`config.mk`:
```
export PLATFORM = sky130hd
export DESIGN_NAME = board_control_regs
export DESIGN_NICKNAME = d
export VERILOG_FILES = /design/src/shared/board_ctrl_pkg.sv /design/src/verilog/flash_byte_shifter.sv /design/src/verilog/board_control_regs.sv
export SDC_FILE = /design/constraint.sdc
export NUM_CORES = 1
export LEC_CHECK = 0
export ABC_AREA = 0
export ABC_CLOCK_PERIOD_IN_PS = 4450
export BUFFER_PORTS_ARGS = -buffer_cell sky130_fd_sc_hd__buf_2
export CORE_UTILIZATION = 52
export CTS_CLUSTER_SIZE = 30
export DETAILED_ROUTE_END_ITERATION = 8
export MAX_ROUTING_LAYER = met4
export PLACE_DENSITY = 0.74
export SLEW_MARGIN = 20
export SYNTH_ARGS = -nofsm -noshare
export SYNTH_HDL_FRONTEND = slang
export SYNTH_SLANG_ARGS = --single-unit
```
`constraint.sdc`:
```
create_clock -name clk -period 4.45 [get_ports clk]
set_clock_uncertainty 0.15 [all_clocks]
set_input_delay 0.2225 -clock clk [delete_from_list [all_inputs] [get_ports clk]]
set_output_delay 0.2225 -clock clk [all_outputs]
set_load 0.05 [all_outputs]
```
`src/shared/board_ctrl_pkg.sv`:
```
// constants for the board control register bank
package board_ctrl_pkg;
	localparam logic [15:0] OFF_MCAST   = 16'hef0c;
	localparam logic [15:0] OFF_BASE_RELOCATION_ENABLE   = 16'hef10;
	localparam logic [15:0] OFF_IRQ_ID  = 16'hef14;
	localparam logic [15:0] OFF_IRQ_THR = 16'hef18;
	localparam logic [15:0] OFF_BLT_CNT = 16'hef1c;
	localparam logic [15:0] OFF_SCRATCH = 16'hef20;
	localparam logic [15:0] OFF_SRESET  = 16'hef24;
	localparam logic [15:0] OFF_SCLEAR  = 16'hef28;
	localparam logic [15:0] OFF_FGATE   = 16'hef2c;
	localparam logic [15:0] OFF_FDATA   = 16'hef30;
	// field positions
	localparam int MCAST_ADDR_LSB = 0;
	localparam int MCAST_ADDR_W   = 8;
	localparam int CHAIN_ROLE_LSB = 8;
	localparam int CHAIN_ROLE_W   = 2;
	localparam int BASE_RELOCATION_ENABLE_W        = 16;
	localparam int IRQ_THR_W      = 10;
	localparam int BLT_CNT_W      = 8;
	localparam int FDATA_W        = 8;
	localparam int FGATE_BIT      = 0;
	// reset values
	localparam logic [9:0]  MCAST_RST   = 10'h000;
	localparam logic [15:0] BASE_RELOCATION_ENABLE_RST   = 16'h0000;
	localparam logic [31:0] IRQ_ID_RST  = 32'h0000_0000;
	localparam logic [9:0]  IRQ_THR_RST = 10'h000;
	localparam logic [7:0]  BLT_CNT_RST = 8'h00;
	localparam logic [31:0] SCRATCH_RST = 32'h0000_0000;
	localparam logic        FGATE_RST   = 1'b1;
	localparam logic [7:0]  FDATA_RST   = 8'h00;
	// chain roles
	localparam logic [1:0] ROLE_OFF = 2'h0;
	localparam logic [1:0] ROLE_LAST = 2'h1;
	localparam logic [1:0] ROLE_FIRST = 2'h2;
	localparam logic [1:0] ROLE_MID = 2'h3;
	// timing: flash serial clock half period, least time
	localparam int CLK_PERIOD_NS  = 5;
	localparam int SPI_HALF_NS    = 20;
	localparam int SPI_HALF_CYC   = (SPI_HALF_NS + CLK_PERIOD_NS - 1) / CLK_PERIOD_NS;
endpackage

```
`src/verilog/flash_byte_shifter.sv`:
```
// serialiser that sends one byte msb first to the firmware flash
`timescale 1ns/10ps
module flash_byte_shifter #(
	parameter int HALF_CYC = board_ctrl_pkg::SPI_HALF_CYC
) (
	input  wire logic       clk,    // board clock
	input  wire logic       rst,    // sync reset, active high
	input  wire logic       ce,     // clock enable
	input  wire logic       start,  // one-cycle load request
	input  wire logic [7:0] data,   // byte to send
	output logic            busy,   // transfer in progress
	output logic            sclk,   // serial clock to flash
	output logic            mosi,   // serial data to flash
	output logic            cs_n    // flash select, active low
);
	typedef enum logic {sh_idle, sh_run} sh_state_t;
	sh_state_t   st_q, st_d;
	logic [7:0]  sh_q, sh_d;
	logic [2:0]  bit_q, bit_d;
	logic [7:0]  hc_q, hc_d;
	logic        sclk_q, sclk_d;
	logic        cs_n_q, cs_n_d;

	assign busy = (st_q == sh_run);
	assign sclk = sclk_q;
	assign mosi = sh_q[7];
	assign cs_n = cs_n_q;

	// mode 0: data set while sclk low, flash samples on the rising edge
	always_comb begin
		st_d = st_q;
		sh_d = sh_q;
		bit_d = bit_q;
		hc_d = hc_q;
		sclk_d = sclk_q;
		cs_n_d = cs_n_q;
		unique case (st_q)
			sh_idle: begin
				if (start) begin
					st_d = sh_run;
					sh_d = data;
					bit_d = 3'h0;
					hc_d = 8'h00;
					cs_n_d = 1'b0;
				end
			end
			sh_run: begin
				if (hc_q == 8'(HALF_CYC - 1)) begin
					hc_d = 8'h00;
					sclk_d = ~sclk_q;
					if (sclk_q) begin
						if (bit_q == 3'h7) begin
							st_d = sh_idle;
							cs_n_d = 1'b1;
						end else begin
							sh_d = {sh_q[6:0], 1'b0};
							bit_d = bit_q + 3'h1;
						end
					end
				end else begin
					hc_d = hc_q + 8'h01;
				end
			end
		endcase
	end

	always_ff @(posedge clk) begin
		if (rst) begin
			st_q <= sh_idle;
			sh_q <= 8'h00;
			bit_q <= 3'h0;
			hc_q <= 8'h00;
			sclk_q <= 1'b0;
			cs_n_q <= 1'b1;
		end else if (ce) begin
			st_q <= st_d;
			sh_q <= sh_d;
			bit_q <= bit_d;
			hc_q <= hc_d;
			sclk_q <= sclk_d;
			cs_n_q <= cs_n_d;
		end
	end
endmodule

```
`src/verilog/board_control_regs.sv`:
```
// board control register bank: addressing, interrupt, scratch, strobes, flash port, loader
`timescale 1ns/10ps
module board_control_regs #(
	parameter int ROT_W = 16
) (
	input  wire logic              clk,          // 200 MHz board clock
	input  wire logic              rst,          // power-on reset, sync, active high
	input  wire logic              ce,           // clock enable
	input  wire logic [15:0]       bus_addr,     // register offset
	input  wire logic              bus_wr,       // write strobe, one cycle
	input  wire logic              bus_rd,       // read strobe, one cycle
	input  wire logic [31:0]       bus_wdata,    // write data
	input  wire logic              iack,         // interrupt acknowledge strobe
	input  wire logic [2:0]        iack_level,   // line being acknowledged
	output logic [31:0]            bus_rdata,    // read or status/id data
	output logic                   bus_ack,      // answer pulse
	input  wire logic [ROT_W-1:0]  rotary_base,  // rotary switch pins
	input  wire logic              base_relocation_enable, // 1 uses relocation register
	input  wire logic [2:0]        irq_level,    // 0 disables interrupts
	input  wire logic [9:0]        events_stored,// events in output buffer
	input  wire logic              xfer_start,   // block transfer begins
	input  wire logic              xfer_event,   // one event sent
	output logic [15:0]            base_addr,    // active base A31..A16
	output logic [7:0]             multicast_cycle_addr, // multicast upper address
	output logic [1:0]             chain_role,   // daisy chain role
	output logic                   xfer_stop,    // transfer reached its event count
	output logic                   irq_req,      // interrupt request
	output logic [2:0]             irq_line,     // line requested
	output logic                   soft_reset,   // module reset pulse
	output logic                   mem_clear,    // event memory clear
	output logic                   flash_sclk,   // flash serial clock
	output logic                   flash_mosi,   // flash serial data
	output logic                   flash_cs_n,   // flash select, active low
	input  wire logic              image_select_jumper, // jumper pin: 0 standard, 1 backup
	input  wire logic              cfg_done,     // configuration engine finished
	output logic                   cfg_start,    // load request pulse
	output logic                   cfg_backup_image, // 1 loads backup_image
	output logic                   cfg_ready     // logic configured
);
	////////////////////////////////////////////////////////////////////////////
	// pin synchronisers
	logic [ROT_W-1:0] rot_m_q, rot_s_q;
	logic             jmp_m_q, jmp_s_q;
	always_ff @(posedge clk) begin
		if (ce) begin
			rot_m_q <= rotary_base;
			rot_s_q <= rot_m_q;
			jmp_m_q <= image_select_jumper;
			jmp_s_q <= jmp_m_q;
		end
	end

	////////////////////////////////////////////////////////////////////////////
	// register bank
	logic [9:0]  mc_q, mc_d;
	logic [15:0] base_relocation_enable_q, base_relocation_enable_d;
	logic [31:0] irq_id_q, irq_id_d;
	logic [9:0]  irq_thr_q, irq_thr_d;
	logic [7:0]  blt_q, blt_d;
	logic [31:0] scratch_q, scratch_d;
	logic        fgate_q, fgate_d;
	logic [7:0]  fdata_q, fdata_d;
	logic [31:0] rdata_q, rdata_d;
	logic        ack_q, ack_d;
	logic        srst_q, srst_d;
	logic        clr_q, clr_d;
	logic [15:0] base_q, base_d;
	logic        reg_rst;
	logic        spi_start;
	logic        spi_busy;
	logic        iack_hit;
	logic        irq_req_q, irq_req_d;
	logic [2:0]  irq_line_q, irq_line_d;

	function automatic logic hit(input logic [15:0] a, input logic [15:0] off);
		return a == off;
	endfunction

	// soft reset reuses the power-on path so both give the same defaults
	assign reg_rst = rst || srst_q;
	assign iack_hit = iack && irq_req_q && (iack_level == irq_line_q);

	// decode, write and read mux
	always_comb begin
		mc_d = mc_q;
		base_relocation_enable_d = base_relocation_enable_q;
		irq_id_d = irq_id_q;
		irq_thr_d = irq_thr_q;
		blt_d = blt_q;
		scratch_d = scratch_q;
		fgate_d = fgate_q;
		fdata_d = fdata_q;
		spi_start = 1'b0;
		srst_d = 1'b0;
		clr_d = 1'b0;
		ack_d = 1'b0;
		rdata_d = rdata_q;
		if (bus_wr) begin
			ack_d = 1'b1;
			if (hit(bus_addr, board_ctrl_pkg::OFF_MCAST))
				mc_d = bus_wdata[9:0];
			if (hit(bus_addr, board_ctrl_pkg::OFF_BASE_RELOCATION_ENABLE))
				base_relocation_enable_d = bus_wdata[15:0];
			if (hit(bus_addr, board_ctrl_pkg::OFF_IRQ_ID))
				irq_id_d = bus_wdata;
			if (hit(bus_addr, board_ctrl_pkg::OFF_IRQ_THR))
				irq_thr_d = bus_wdata[9:0];
			if (hit(bus_addr, board_ctrl_pkg::OFF_BLT_CNT))
				blt_d = bus_wdata[7:0];
			if (hit(bus_addr, board_ctrl_pkg::OFF_SCRATCH))
				scratch_d = bus_wdata;
			if (hit(bus_addr, board_ctrl_pkg::OFF_SRESET))
				srst_d = 1'b1;
			if (hit(bus_addr, board_ctrl_pkg::OFF_SCLEAR))
				clr_d = 1'b1;
			if (hit(bus_addr, board_ctrl_pkg::OFF_FGATE))
				fgate_d = bus_wdata[board_ctrl_pkg::FGATE_BIT];
			// blocked while gated or while the previous byte is still going out
			if (hit(bus_addr, board_ctrl_pkg::OFF_FDATA) && !fgate_q && !spi_busy) begin
				fdata_d = bus_wdata[7:0];
				spi_start = 1'b1;
			end
		end else if (bus_rd) begin
			ack_d = 1'b1;
			rdata_d = 32'h0000_0000; // unmapped and strobe offsets read zero
			unique case (bus_addr)
				board_ctrl_pkg::OFF_MCAST:   rdata_d = {22'h0, mc_q};
				board_ctrl_pkg::OFF_BASE_RELOCATION_ENABLE:   rdata_d = {16'h0, base_relocation_enable_q};
				board_ctrl_pkg::OFF_IRQ_ID:  rdata_d = irq_id_q;
				board_ctrl_pkg::OFF_IRQ_THR: rdata_d = {22'h0, irq_thr_q};
				board_ctrl_pkg::OFF_BLT_CNT: rdata_d = {24'h0, blt_q};
				board_ctrl_pkg::OFF_SCRATCH: rdata_d = scratch_q;
				board_ctrl_pkg::OFF_FGATE:   rdata_d = {31'h0, fgate_q};
				board_ctrl_pkg::OFF_FDATA:   rdata_d = {24'h0, fdata_q};
				default:                     rdata_d = 32'h0000_0000;
			endcase
		end else if (iack_hit) begin
			ack_d = 1'b1;
			rdata_d = irq_id_q;
		end
	end

	// relocation source picks the active base address
	always_comb begin
		base_d = base_relocation_enable ? base_relocation_enable_q : rot_s_q[15:0];
	end

	always_ff @(posedge clk) begin
		if (reg_rst) begin
			mc_q <= board_ctrl_pkg::MCAST_RST;
			base_relocation_enable_q <= board_ctrl_pkg::BASE_RELOCATION_ENABLE_RST;
			irq_id_q <= board_ctrl_pkg::IRQ_ID_RST;
			irq_thr_q <= board_ctrl_pkg::IRQ_THR_RST;
			blt_q <= board_ctrl_pkg::BLT_CNT_RST;
			scratch_q <= board_ctrl_pkg::SCRATCH_RST;
			fgate_q <= board_ctrl_pkg::FGATE_RST;
			fdata_q <= board_ctrl_pkg::FDATA_RST;
			rdata_q <= 32'h0000_0000;
			ack_q <= 1'b0;
			srst_q <= 1'b0;
			clr_q <= 1'b1; // buffer emptied while held in reset
			base_q <= 16'h0000;
		end else if (ce) begin
			mc_q <= mc_d;
			base_relocation_enable_q <= base_relocation_enable_d;
			irq_id_q <= irq_id_d;
			irq_thr_q <= irq_thr_d;
			blt_q <= blt_d;
			scratch_q <= scratch_d;
			fgate_q <= fgate_d;
			fdata_q <= fdata_d;
			rdata_q <= rdata_d;
			ack_q <= ack_d;
			srst_q <= srst_d;
			clr_q <= clr_d;
			base_q <= base_d;
		end
	end

	assign bus_rdata = rdata_q;
	assign bus_ack = ack_q;
	assign base_addr = base_q;
	assign multicast_cycle_addr = mc_q[7:0];
	assign chain_role = mc_q[9:8];
	assign soft_reset = srst_q;
	assign mem_clear = clr_q;

	////////////////////////////////////////////////////////////////////////////
	// interrupt request
	logic       acked_q, acked_d;
	logic       over;
	assign over = events_stored > irq_thr_q;
	// an acknowledged request stays down until the count falls back
	always_comb begin
		acked_d = acked_q;
		if (!over)
			acked_d = 1'b0;
		else if (iack_hit)
			acked_d = 1'b1;
		irq_req_d = (irq_level != 3'h0) && over && !acked_d;
		irq_line_d = irq_level;
	end
	always_ff @(posedge clk) begin
		if (reg_rst) begin
			irq_req_q <= 1'b0;
			irq_line_q <= 3'h0;
			acked_q <= 1'b0;
		end else if (ce) begin
			irq_req_q <= irq_req_d;
			irq_line_q <= irq_line_d;
			acked_q <= acked_d;
		end
	end
	assign irq_req = irq_req_q;
	assign irq_line = irq_line_q;

	////////////////////////////////////////////////////////////////////////////
	// per-transfer event limit; zero means no limit
	logic [7:0] xcnt_q, xcnt_d;
	logic       xstop_q, xstop_d;
	always_comb begin
		xcnt_d = xcnt_q;
		if (xfer_start)
			xcnt_d = 8'h00;
		else if (xfer_event && !xstop_q)
			xcnt_d = xcnt_q + 8'h01;
		xstop_d = (blt_q != 8'h00) && (xcnt_d >= blt_q);
	end
	always_ff @(posedge clk) begin
		if (reg_rst) begin
			xcnt_q <= 8'h00;
			xstop_q <= 1'b0;
		end else if (ce) begin
			xcnt_q <= xcnt_d;
			xstop_q <= xstop_d;
		end
	end
	assign xfer_stop = xstop_q;

	////////////////////////////////////////////////////////////////////////////
	// image loader; only power-on runs it, soft reset keeps the loaded image
	typedef enum logic [1:0] {ld_start, ld_wait, ld_done} ld_state_t;
	ld_state_t ld_q, ld_d;
	logic      cst_q, cst_d;
	logic      cimg_q, cimg_d;
	logic      crdy_q, crdy_d;
	logic [1:0] settle_q, settle_d;
	always_comb begin
		ld_d = ld_q;
		cst_d = 1'b0;
		cimg_d = cimg_q;
		crdy_d = crdy_q;
		settle_d = settle_q;
		unique case (ld_q)
			ld_start: begin
				// wait for the jumper to pass the synchroniser
				if (settle_q == 2'h3) begin
					cimg_d = jmp_s_q;
					cst_d = 1'b1;
					ld_d = ld_wait;
				end else begin
					settle_d = settle_q + 2'h1;
				end
			end
			ld_wait: begin
				if (cfg_done) begin
					crdy_d = 1'b1;
					ld_d = ld_done;
				end
			end
			ld_done: ;
			default: ld_d = ld_start;
		endcase
	end
	always_ff @(posedge clk) begin
		if (rst) begin
			ld_q <= ld_start;
			cst_q <= 1'b0;
			cimg_q <= 1'b0;
			crdy_q <= 1'b0;
			settle_q <= 2'h0;
		end else if (ce) begin
			ld_q <= ld_d;
			cst_q <= cst_d;
			cimg_q <= cimg_d;
			crdy_q <= crdy_d;
			settle_q <= settle_d;
		end
	end
	assign cfg_start = cst_q;
	assign cfg_backup_image = cimg_q;
	assign cfg_ready = crdy_q;

	////////////////////////////////////////////////////////////////////////////
	// flash serial port
	flash_byte_shifter #(
		.HALF_CYC (board_ctrl_pkg::SPI_HALF_CYC)
	) u_flash (
		.clk   (clk),
		.rst   (reg_rst),
		.ce    (ce),
		.start (spi_start),
		.data  (bus_wdata[7:0]),
		.busy  (spi_busy),
		.sclk  (flash_sclk),
		.mosi  (flash_mosi),
		.cs_n  (flash_cs_n)
	);
endmodule

```
# After elaboration in Yosys (flattened, before gate mapping)
# Index checks and enable logic that the tools add are counted.
# classes
addsub	4
n_lt_le_gt_ge	2
eq_ne	23
muxes	45
bitwise	5
n_reduce_logical	34
# op_table
cell	n
32-bit one-hot mux with 8 select lines	1
16-bit == test, second input constant	10
32-bit two-way mux	2
8-bit two-way mux	8
3-bit AND reduction	13
8-bit one-hot mux with 2 select lines	2
1-bit two-way mux	21
8-bit by 1-bit adder with 8-bit output, second input constant	2
16-bit two-way mux	1
2-bit inequality test, second input constant	7
3-bit two-way mux	4
10-bit > comparator	1
5-bit AND reduction	2
8-bit by 2-bit == test with 1-bit output, second input constant	1
8-bit >= comparator	1
1-bit logical AND	8
8-bit nonzero test	1
2-bit one-hot mux with 3 select lines	1
3-bit one-hot mux with 2 select lines	1
1-bit inverter	5
2-bit == test, second input constant	2
1-bit logical NOT	4
2-bit two-way mux	2
1-bit one-hot mux with 2 select lines	2
11 further kinds	11
# totals
register_bits	245
in_bits	91
output_inout_bits	72
word_cells	146

# Longest topological paths before layout
# logic_depth
word_depth	7
ltp_mapped	10
depth_no_buf	10

# Modules after synthesis
# A second synthesis with hierarchy kept.
# hier_totals
cells_unflattened	1218
area_unflattened_um2	10845.4
# by_module_without_submodules
mod	instances	cells_each	area_per_inst_um2	seq_area_each_um2
board_control_regs	1	1096	9688.0	4804.6
flash_byte_shifter	1	122	1157.4	440.4

# Least setup slack after synthesis
# No wires, ideal clock.
# synth_timing
kind	register to register
from	register xstop_q, in the netlist xfer_stop
to	register xstop_q, in the netlist xfer_stop
setup_ns	0.117
arrival_time_ns	2.268
required_ns	4.183
setup_slack_ns	1.914
path_stages_with_launch	11
path_buffers	0
synth_period_minus_slack_ns	2.536
cell_sequence	dfxtp_1 > nand3b_1 > nor2_1 > nand3_1 > xor2_1 > nor2_1 > ha_1 > a2111o_1 > a31oi_1 > o21ai_0 > a32o_1
# synth_via
elab_chain_cells	6
# synth_rtl
item	line	source
start: declaration	board_control_regs.sv:220	logic xstop_q, xstop_d;
start signal: assignment	board_control_regs.sv:235	xstop_q <= xstop_d;
1-bit logical NOT	board_control_regs.sv:225	else if (xfer_event && !xstop_q)
1-bit logical AND	board_control_regs.sv:225	
8-bit two-way mux	board_control_regs.sv:225	
8-bit two-way mux	board_control_regs.sv:223	if (xfer_start)
named net xcnt_d[5]	board_control_regs.sv:219	logic [7:0] xcnt_q, xcnt_d;
8-bit >= comparator	board_control_regs.sv:227	xstop_d = (blt_q != 8'h00) && (xcnt_d >= blt_q);
1-bit logical AND	board_control_regs.sv:227	
# The timed path passes the listed nets, and every way through them passes these cells.
# A chain may end at the register's enable or synchronous reset.

# Final worst setup path
# layout_timing
from	register irq_line_q[2], in the netlist irq_line[2]
to	register rdata_q[1], in the netlist bus_rdata[1]
# layout_via
elab_chain_cells	4
# layout_rtl
item	line	source
start: declaration	board_control_regs.sv:73	logic [2:0] irq_line_q, irq_line_d;
start signal: assignment	board_control_regs.sv:210	irq_line_q <= irq_line_d;
3-bit == test	board_control_regs.sv:81	assign iack_hit = iack && irq_req_q && (iack_level == irq_line_q);
1-bit logical AND	board_control_regs.sv:81	
2-bit nonzero test (no line)	n/a	
3-bit AND reduction (no line)	n/a	
end signal: assignment	board_control_regs.sv:172	rdata_q <= rdata_d;
end: declaration	board_control_regs.sv:63	logic [31:0] rdata_q, rdata_d;
# No other way between the ends.

==> impl_results.md <==
* Part of the Yosys area used for sequential elements at 47.2%
* Number of instances in the synthesized netlist at 1238
* Number of max-slew violations in the final report at 0
* Placed cell areas at 0.0120 mm2
* # setup viols final at 0
* Effective utilization at floorplan at 53.0%
* Number of top-level pins at 163
* Syn_nets at 1352
* Clock slew seen by the registers of the worst setup and hold paths at 60 ps
* Number of levels the H-tree was split into at 1
* Worst slack on hold paths at 25.0 ps
* WP buf/inv at 1
* Latest clock arrival within the worst-skew pair at 530 ps
* Kind of cell with the highest combined delay on the critical path: compound AO/OA/AOI/OAI gates
* Placeable core region at 0.0210 mm2
* Biggest cell delay along the critical path at 840 ps
* Number of warnings reported in the yosys synthesis log at 0
* Power density of the placed cells at 369 mW/mm2
* First-pass iteration count of the detailed router at 5
* Area growth from synthesis to layout at 20.8%
* Startpoint types: flip-flop
* Root Buffer: sky130_fd_sc_hd__clkbuf_16
* Number of standard-cell rows in the floorplan at 53
* Mean routed wirelength per cell at 18.5 um
* Final critical delay including setup and external delays at 2850 ps
* Via count of the routed design at 10120
* Fmax at 0.351 GHz
* Share of the synthesized area in compound gates (AO/OA/AOI/OAI) at 18.6%
* Final-stage net count at 1516
* Register bit total from synthesis at 245
* Top_reg_cell synth: sky130_fd_sc_hd__dfxtp_1
* Proportion of layout cells with a drive suffix above 1 at 17.4%
* Post-synth design cell area at 0.0111 mm2
* Final Power at 4.95 mW
* Post-synthesis mux area share at 5.22%
* Number of antenna violations at the first check in global routing at 0
* Kind of path behind the tightest hold check: primary input to flip-flop
* Die Footprint at 0.0220 mm2
* Worst vdd ir at 0.299 mV
* Global-route wire length before repair at 49900 um
* Post-synthesis share of cell area spent on and, or, nand and nor gates at 20.3%
* Average cell area after synthesis at 8.98 um2
* Filler cells at 1766
* DPL Wire Length at 19600 um
* Post-Place Setup Slack at 1610 ps
* Clock tree from TritonCTS: done
* Iter 0 DRT Violations at 902
* Leak pwr at 5.27 nW
* Post-detailed-route via-to-cell ratio at 5.97
* Maximum root-to-sink buffer count at 3
* CTS Buf Count at 26
* Headroom to the max-slew limit at 28.5%
* Xor and xnor fraction of the mapped netlist area at 1.02%
* Global-route congestion overflow total at 0
* Arrival time reported for the critical path endpoint at 3120 ps
* Combinational family with the most area after synthesis: simple AND/OR/NAND/NOR gates
* Final worst path period share at 64.0%
* Critical-path cell list: xor2_1 -> or4_1 -> buf_4 -> a21oi_4 -> nand4_1 -> o2111a_1
* Required time reported for the critical path endpoint at 4720 ps
* Pin count of the biggest net entering global routing at 66
* Die Wd at 148 um
* Vias in the first global route at 9647
* Placed cell count at 1591
* Most common cell after layout, fill and taps aside: sky130_fd_sc_hd__nand2_1
* Worst Setup Path Type: flip-flop to flip-flop
* Cell area after layout at 0.0134 mm2
* Max-capacitance violation count at 0
* Post-layout utilization of the core at 64.1%
* Number of routed nets with antenna violations at 0
* Slew of the pin with the lowest slew margin at 1060 ps
* Die height at 148 um
* RSZ-0062 raised after global routing: no
* Cell with the largest stage delay on the worst path: sky130_fd_sc_hd__a21oi_4
* Aggregate routed wire length at 31400 um
* Synth Area in Adders at 2.59%
* Number of enable flip-flop cells after synthesis at 34
* Worst setup slack after layout at 1600 ps
* Status: completed
* Count of clock tree sinks at 245
* All-layer global routing usage at 29.1%
* Number of hold-slack violations in the final timing report at 0
* Commonest non-fill, non-tap cells in the layout: 221 x sky130_fd_sc_hd__nand2_1, 211 x sky130_fd_sc_hd__dfxtp_1, 161 x sky130_fd_sc_hd__buf_2, 146 x sky130_fd_sc_hd__a21oi_1, 68 x sky130_fd_sc_hd__nor2_1
* Asr flop ratio synth at 0%
* Non-Filler Instances at 1696
* RD Place Congestion at 0.839
* CP endpoint kind: flip-flop
* Post-route setup TNS at 0 ps
* Input/output buffers at 162
* Diodes inserted at 0
* Maximum fanout count along the critical path at 37
* Number of distinct library cells after synthesis at 70
* # resized after CTS at 0
* Total DRC errors in the routed layout at 0
[logic make-up (layout without fill, tap and decap cells)]
kind of cell	count (synthesis)	in the layout
adder cells (fa/ha/maj)	23	23
multiplexers	48	48
AO/OA/AOI/OAI	319	319
buffers and inverters	127	310
AND/OR/NAND/NOR	463	463
flip-flops	245	245
XOR/XNOR	13	13
[timing repair]
item	CTS	global route
buffers inserted	0	0
endpoints found under the hold margin	152	0
hold buffers	58	0
[power by group]
| group | leakage, nW | internal, mW | switching [mW] |
|---|---|---|---|
| combinational | 2.79 | 0.145 | 0.289 |
| sequential | 2.04 | 2.30 | 0.0257 |
| clock | 0.433 | 1.30 | 0.891 |
[final timing paths]
| path | from | end | slack, ps | cells after the start |
|---|---|---|---|---|
| setup / recovery | irq_line[2]$_SDFFE_PP0P_ | bus_rdata[1]$_SDFFE_PP0P_ | 1600 | 6 |
| hold / removal | bus_rd | bus_rdata[11]$_SDFFE_PP0P_ | 30 | 3 |
| setup reg to reg | irq_line[2]$_SDFFE_PP0P_ | bus_rdata[1]$_SDFFE_PP0P_ | 1600 | 6 |
| hold reg to reg | rot_m_q[4]$_DFFE_PP_ | rot_s_q[4]$_DFFE_PP_ | 270 | 0 |
[state kept, by name, indices dropped and copies added, names as in the netlist, 2 cells and up]
name                      count
bus_rdata                    32
scratch_q                    32
ld_q                          2
rot_s_q                      16
blt_q                         8
u_flash.hc_q                  8
rot_m_q                      16
irq_id_q                     32
irq_line                      3
u_flash.sh_q                  8
xcnt_q                        8
settle_q                      2
base_relocation_enable_q     16
mc_q                         10
base_addr                    16
u_flash.bit_q                 3
irq_thr_q                    10
fdata_q                       8
[worst register-to-register path: cells and delay by family (launching register included)]
kind	cells	cell delay, ps
xor gates and xnor gates	1	170
and+or+nand+nor	2	760
DFF	1	340
AOI/OAI and AO/OA	2	1080
buffers and inverters	1	250
[synth_stat cells (20+ instances only)]
| cell type | instances | area (um2) |
|---|---|---|
| sky130_fd_sc_hd__inv_1 | 25 | 93.8 |
| sky130_fd_sc_hd__edfxtp_1 | 34 | 1020 |
| sky130_fd_sc_hd__a21oi_1 | 146 | 731 |
| sky130_fd_sc_hd__clkbuf_1 | 66 | 248 |
| sky130_fd_sc_hd__dfxtp_1 | 211 | 4220 |
| sky130_fd_sc_hd__nand3_1 | 43 | 215 |
| sky130_fd_sc_hd__mux2i_1 | 40 | 400 |
| sky130_fd_sc_hd__o21ai_0 | 38 | 190 |
| sky130_fd_sc_hd__nand2_1 | 221 | 830 |
| sky130_fd_sc_hd__buf_2 | 20 | 100 |
| sky130_fd_sc_hd__nor2_1 | 69 | 259 |
| sky130_fd_sc_hd__a32oi_1 | 22 | 193 |
| sky130_fd_sc_hd__ha_1 | 23 | 288 |
| sky130_fd_sc_hd__nor2b_1 | 24 | 150 |
[per-layer routing]
metal	GRT usage, %	up-vias	part of all wire (%)
met2	46.6	455	47
met4	9.38	0	2.6
met3	4.79	80	8.3
met5	-	-	0
met1	37.7	4796	42
li1	-	4789	-
[cell type report]
cell class / instances / area (um2) / area share [%]
multi-input cells: 866 / 5330 / 39.7
flip-flops and latches: 245 / 5250 / 39.1
repair buffers: 238 / 1530 / 11.4
clock buffers: 39 / 800 / 5.95
well taps: 275 / 344 / 2.56
inverters: 25 / 93.8 / 0.699
clock inverters: 8 / 85.1 / 0.634
No activity file was read; power rests on OpenSTA's default activity.
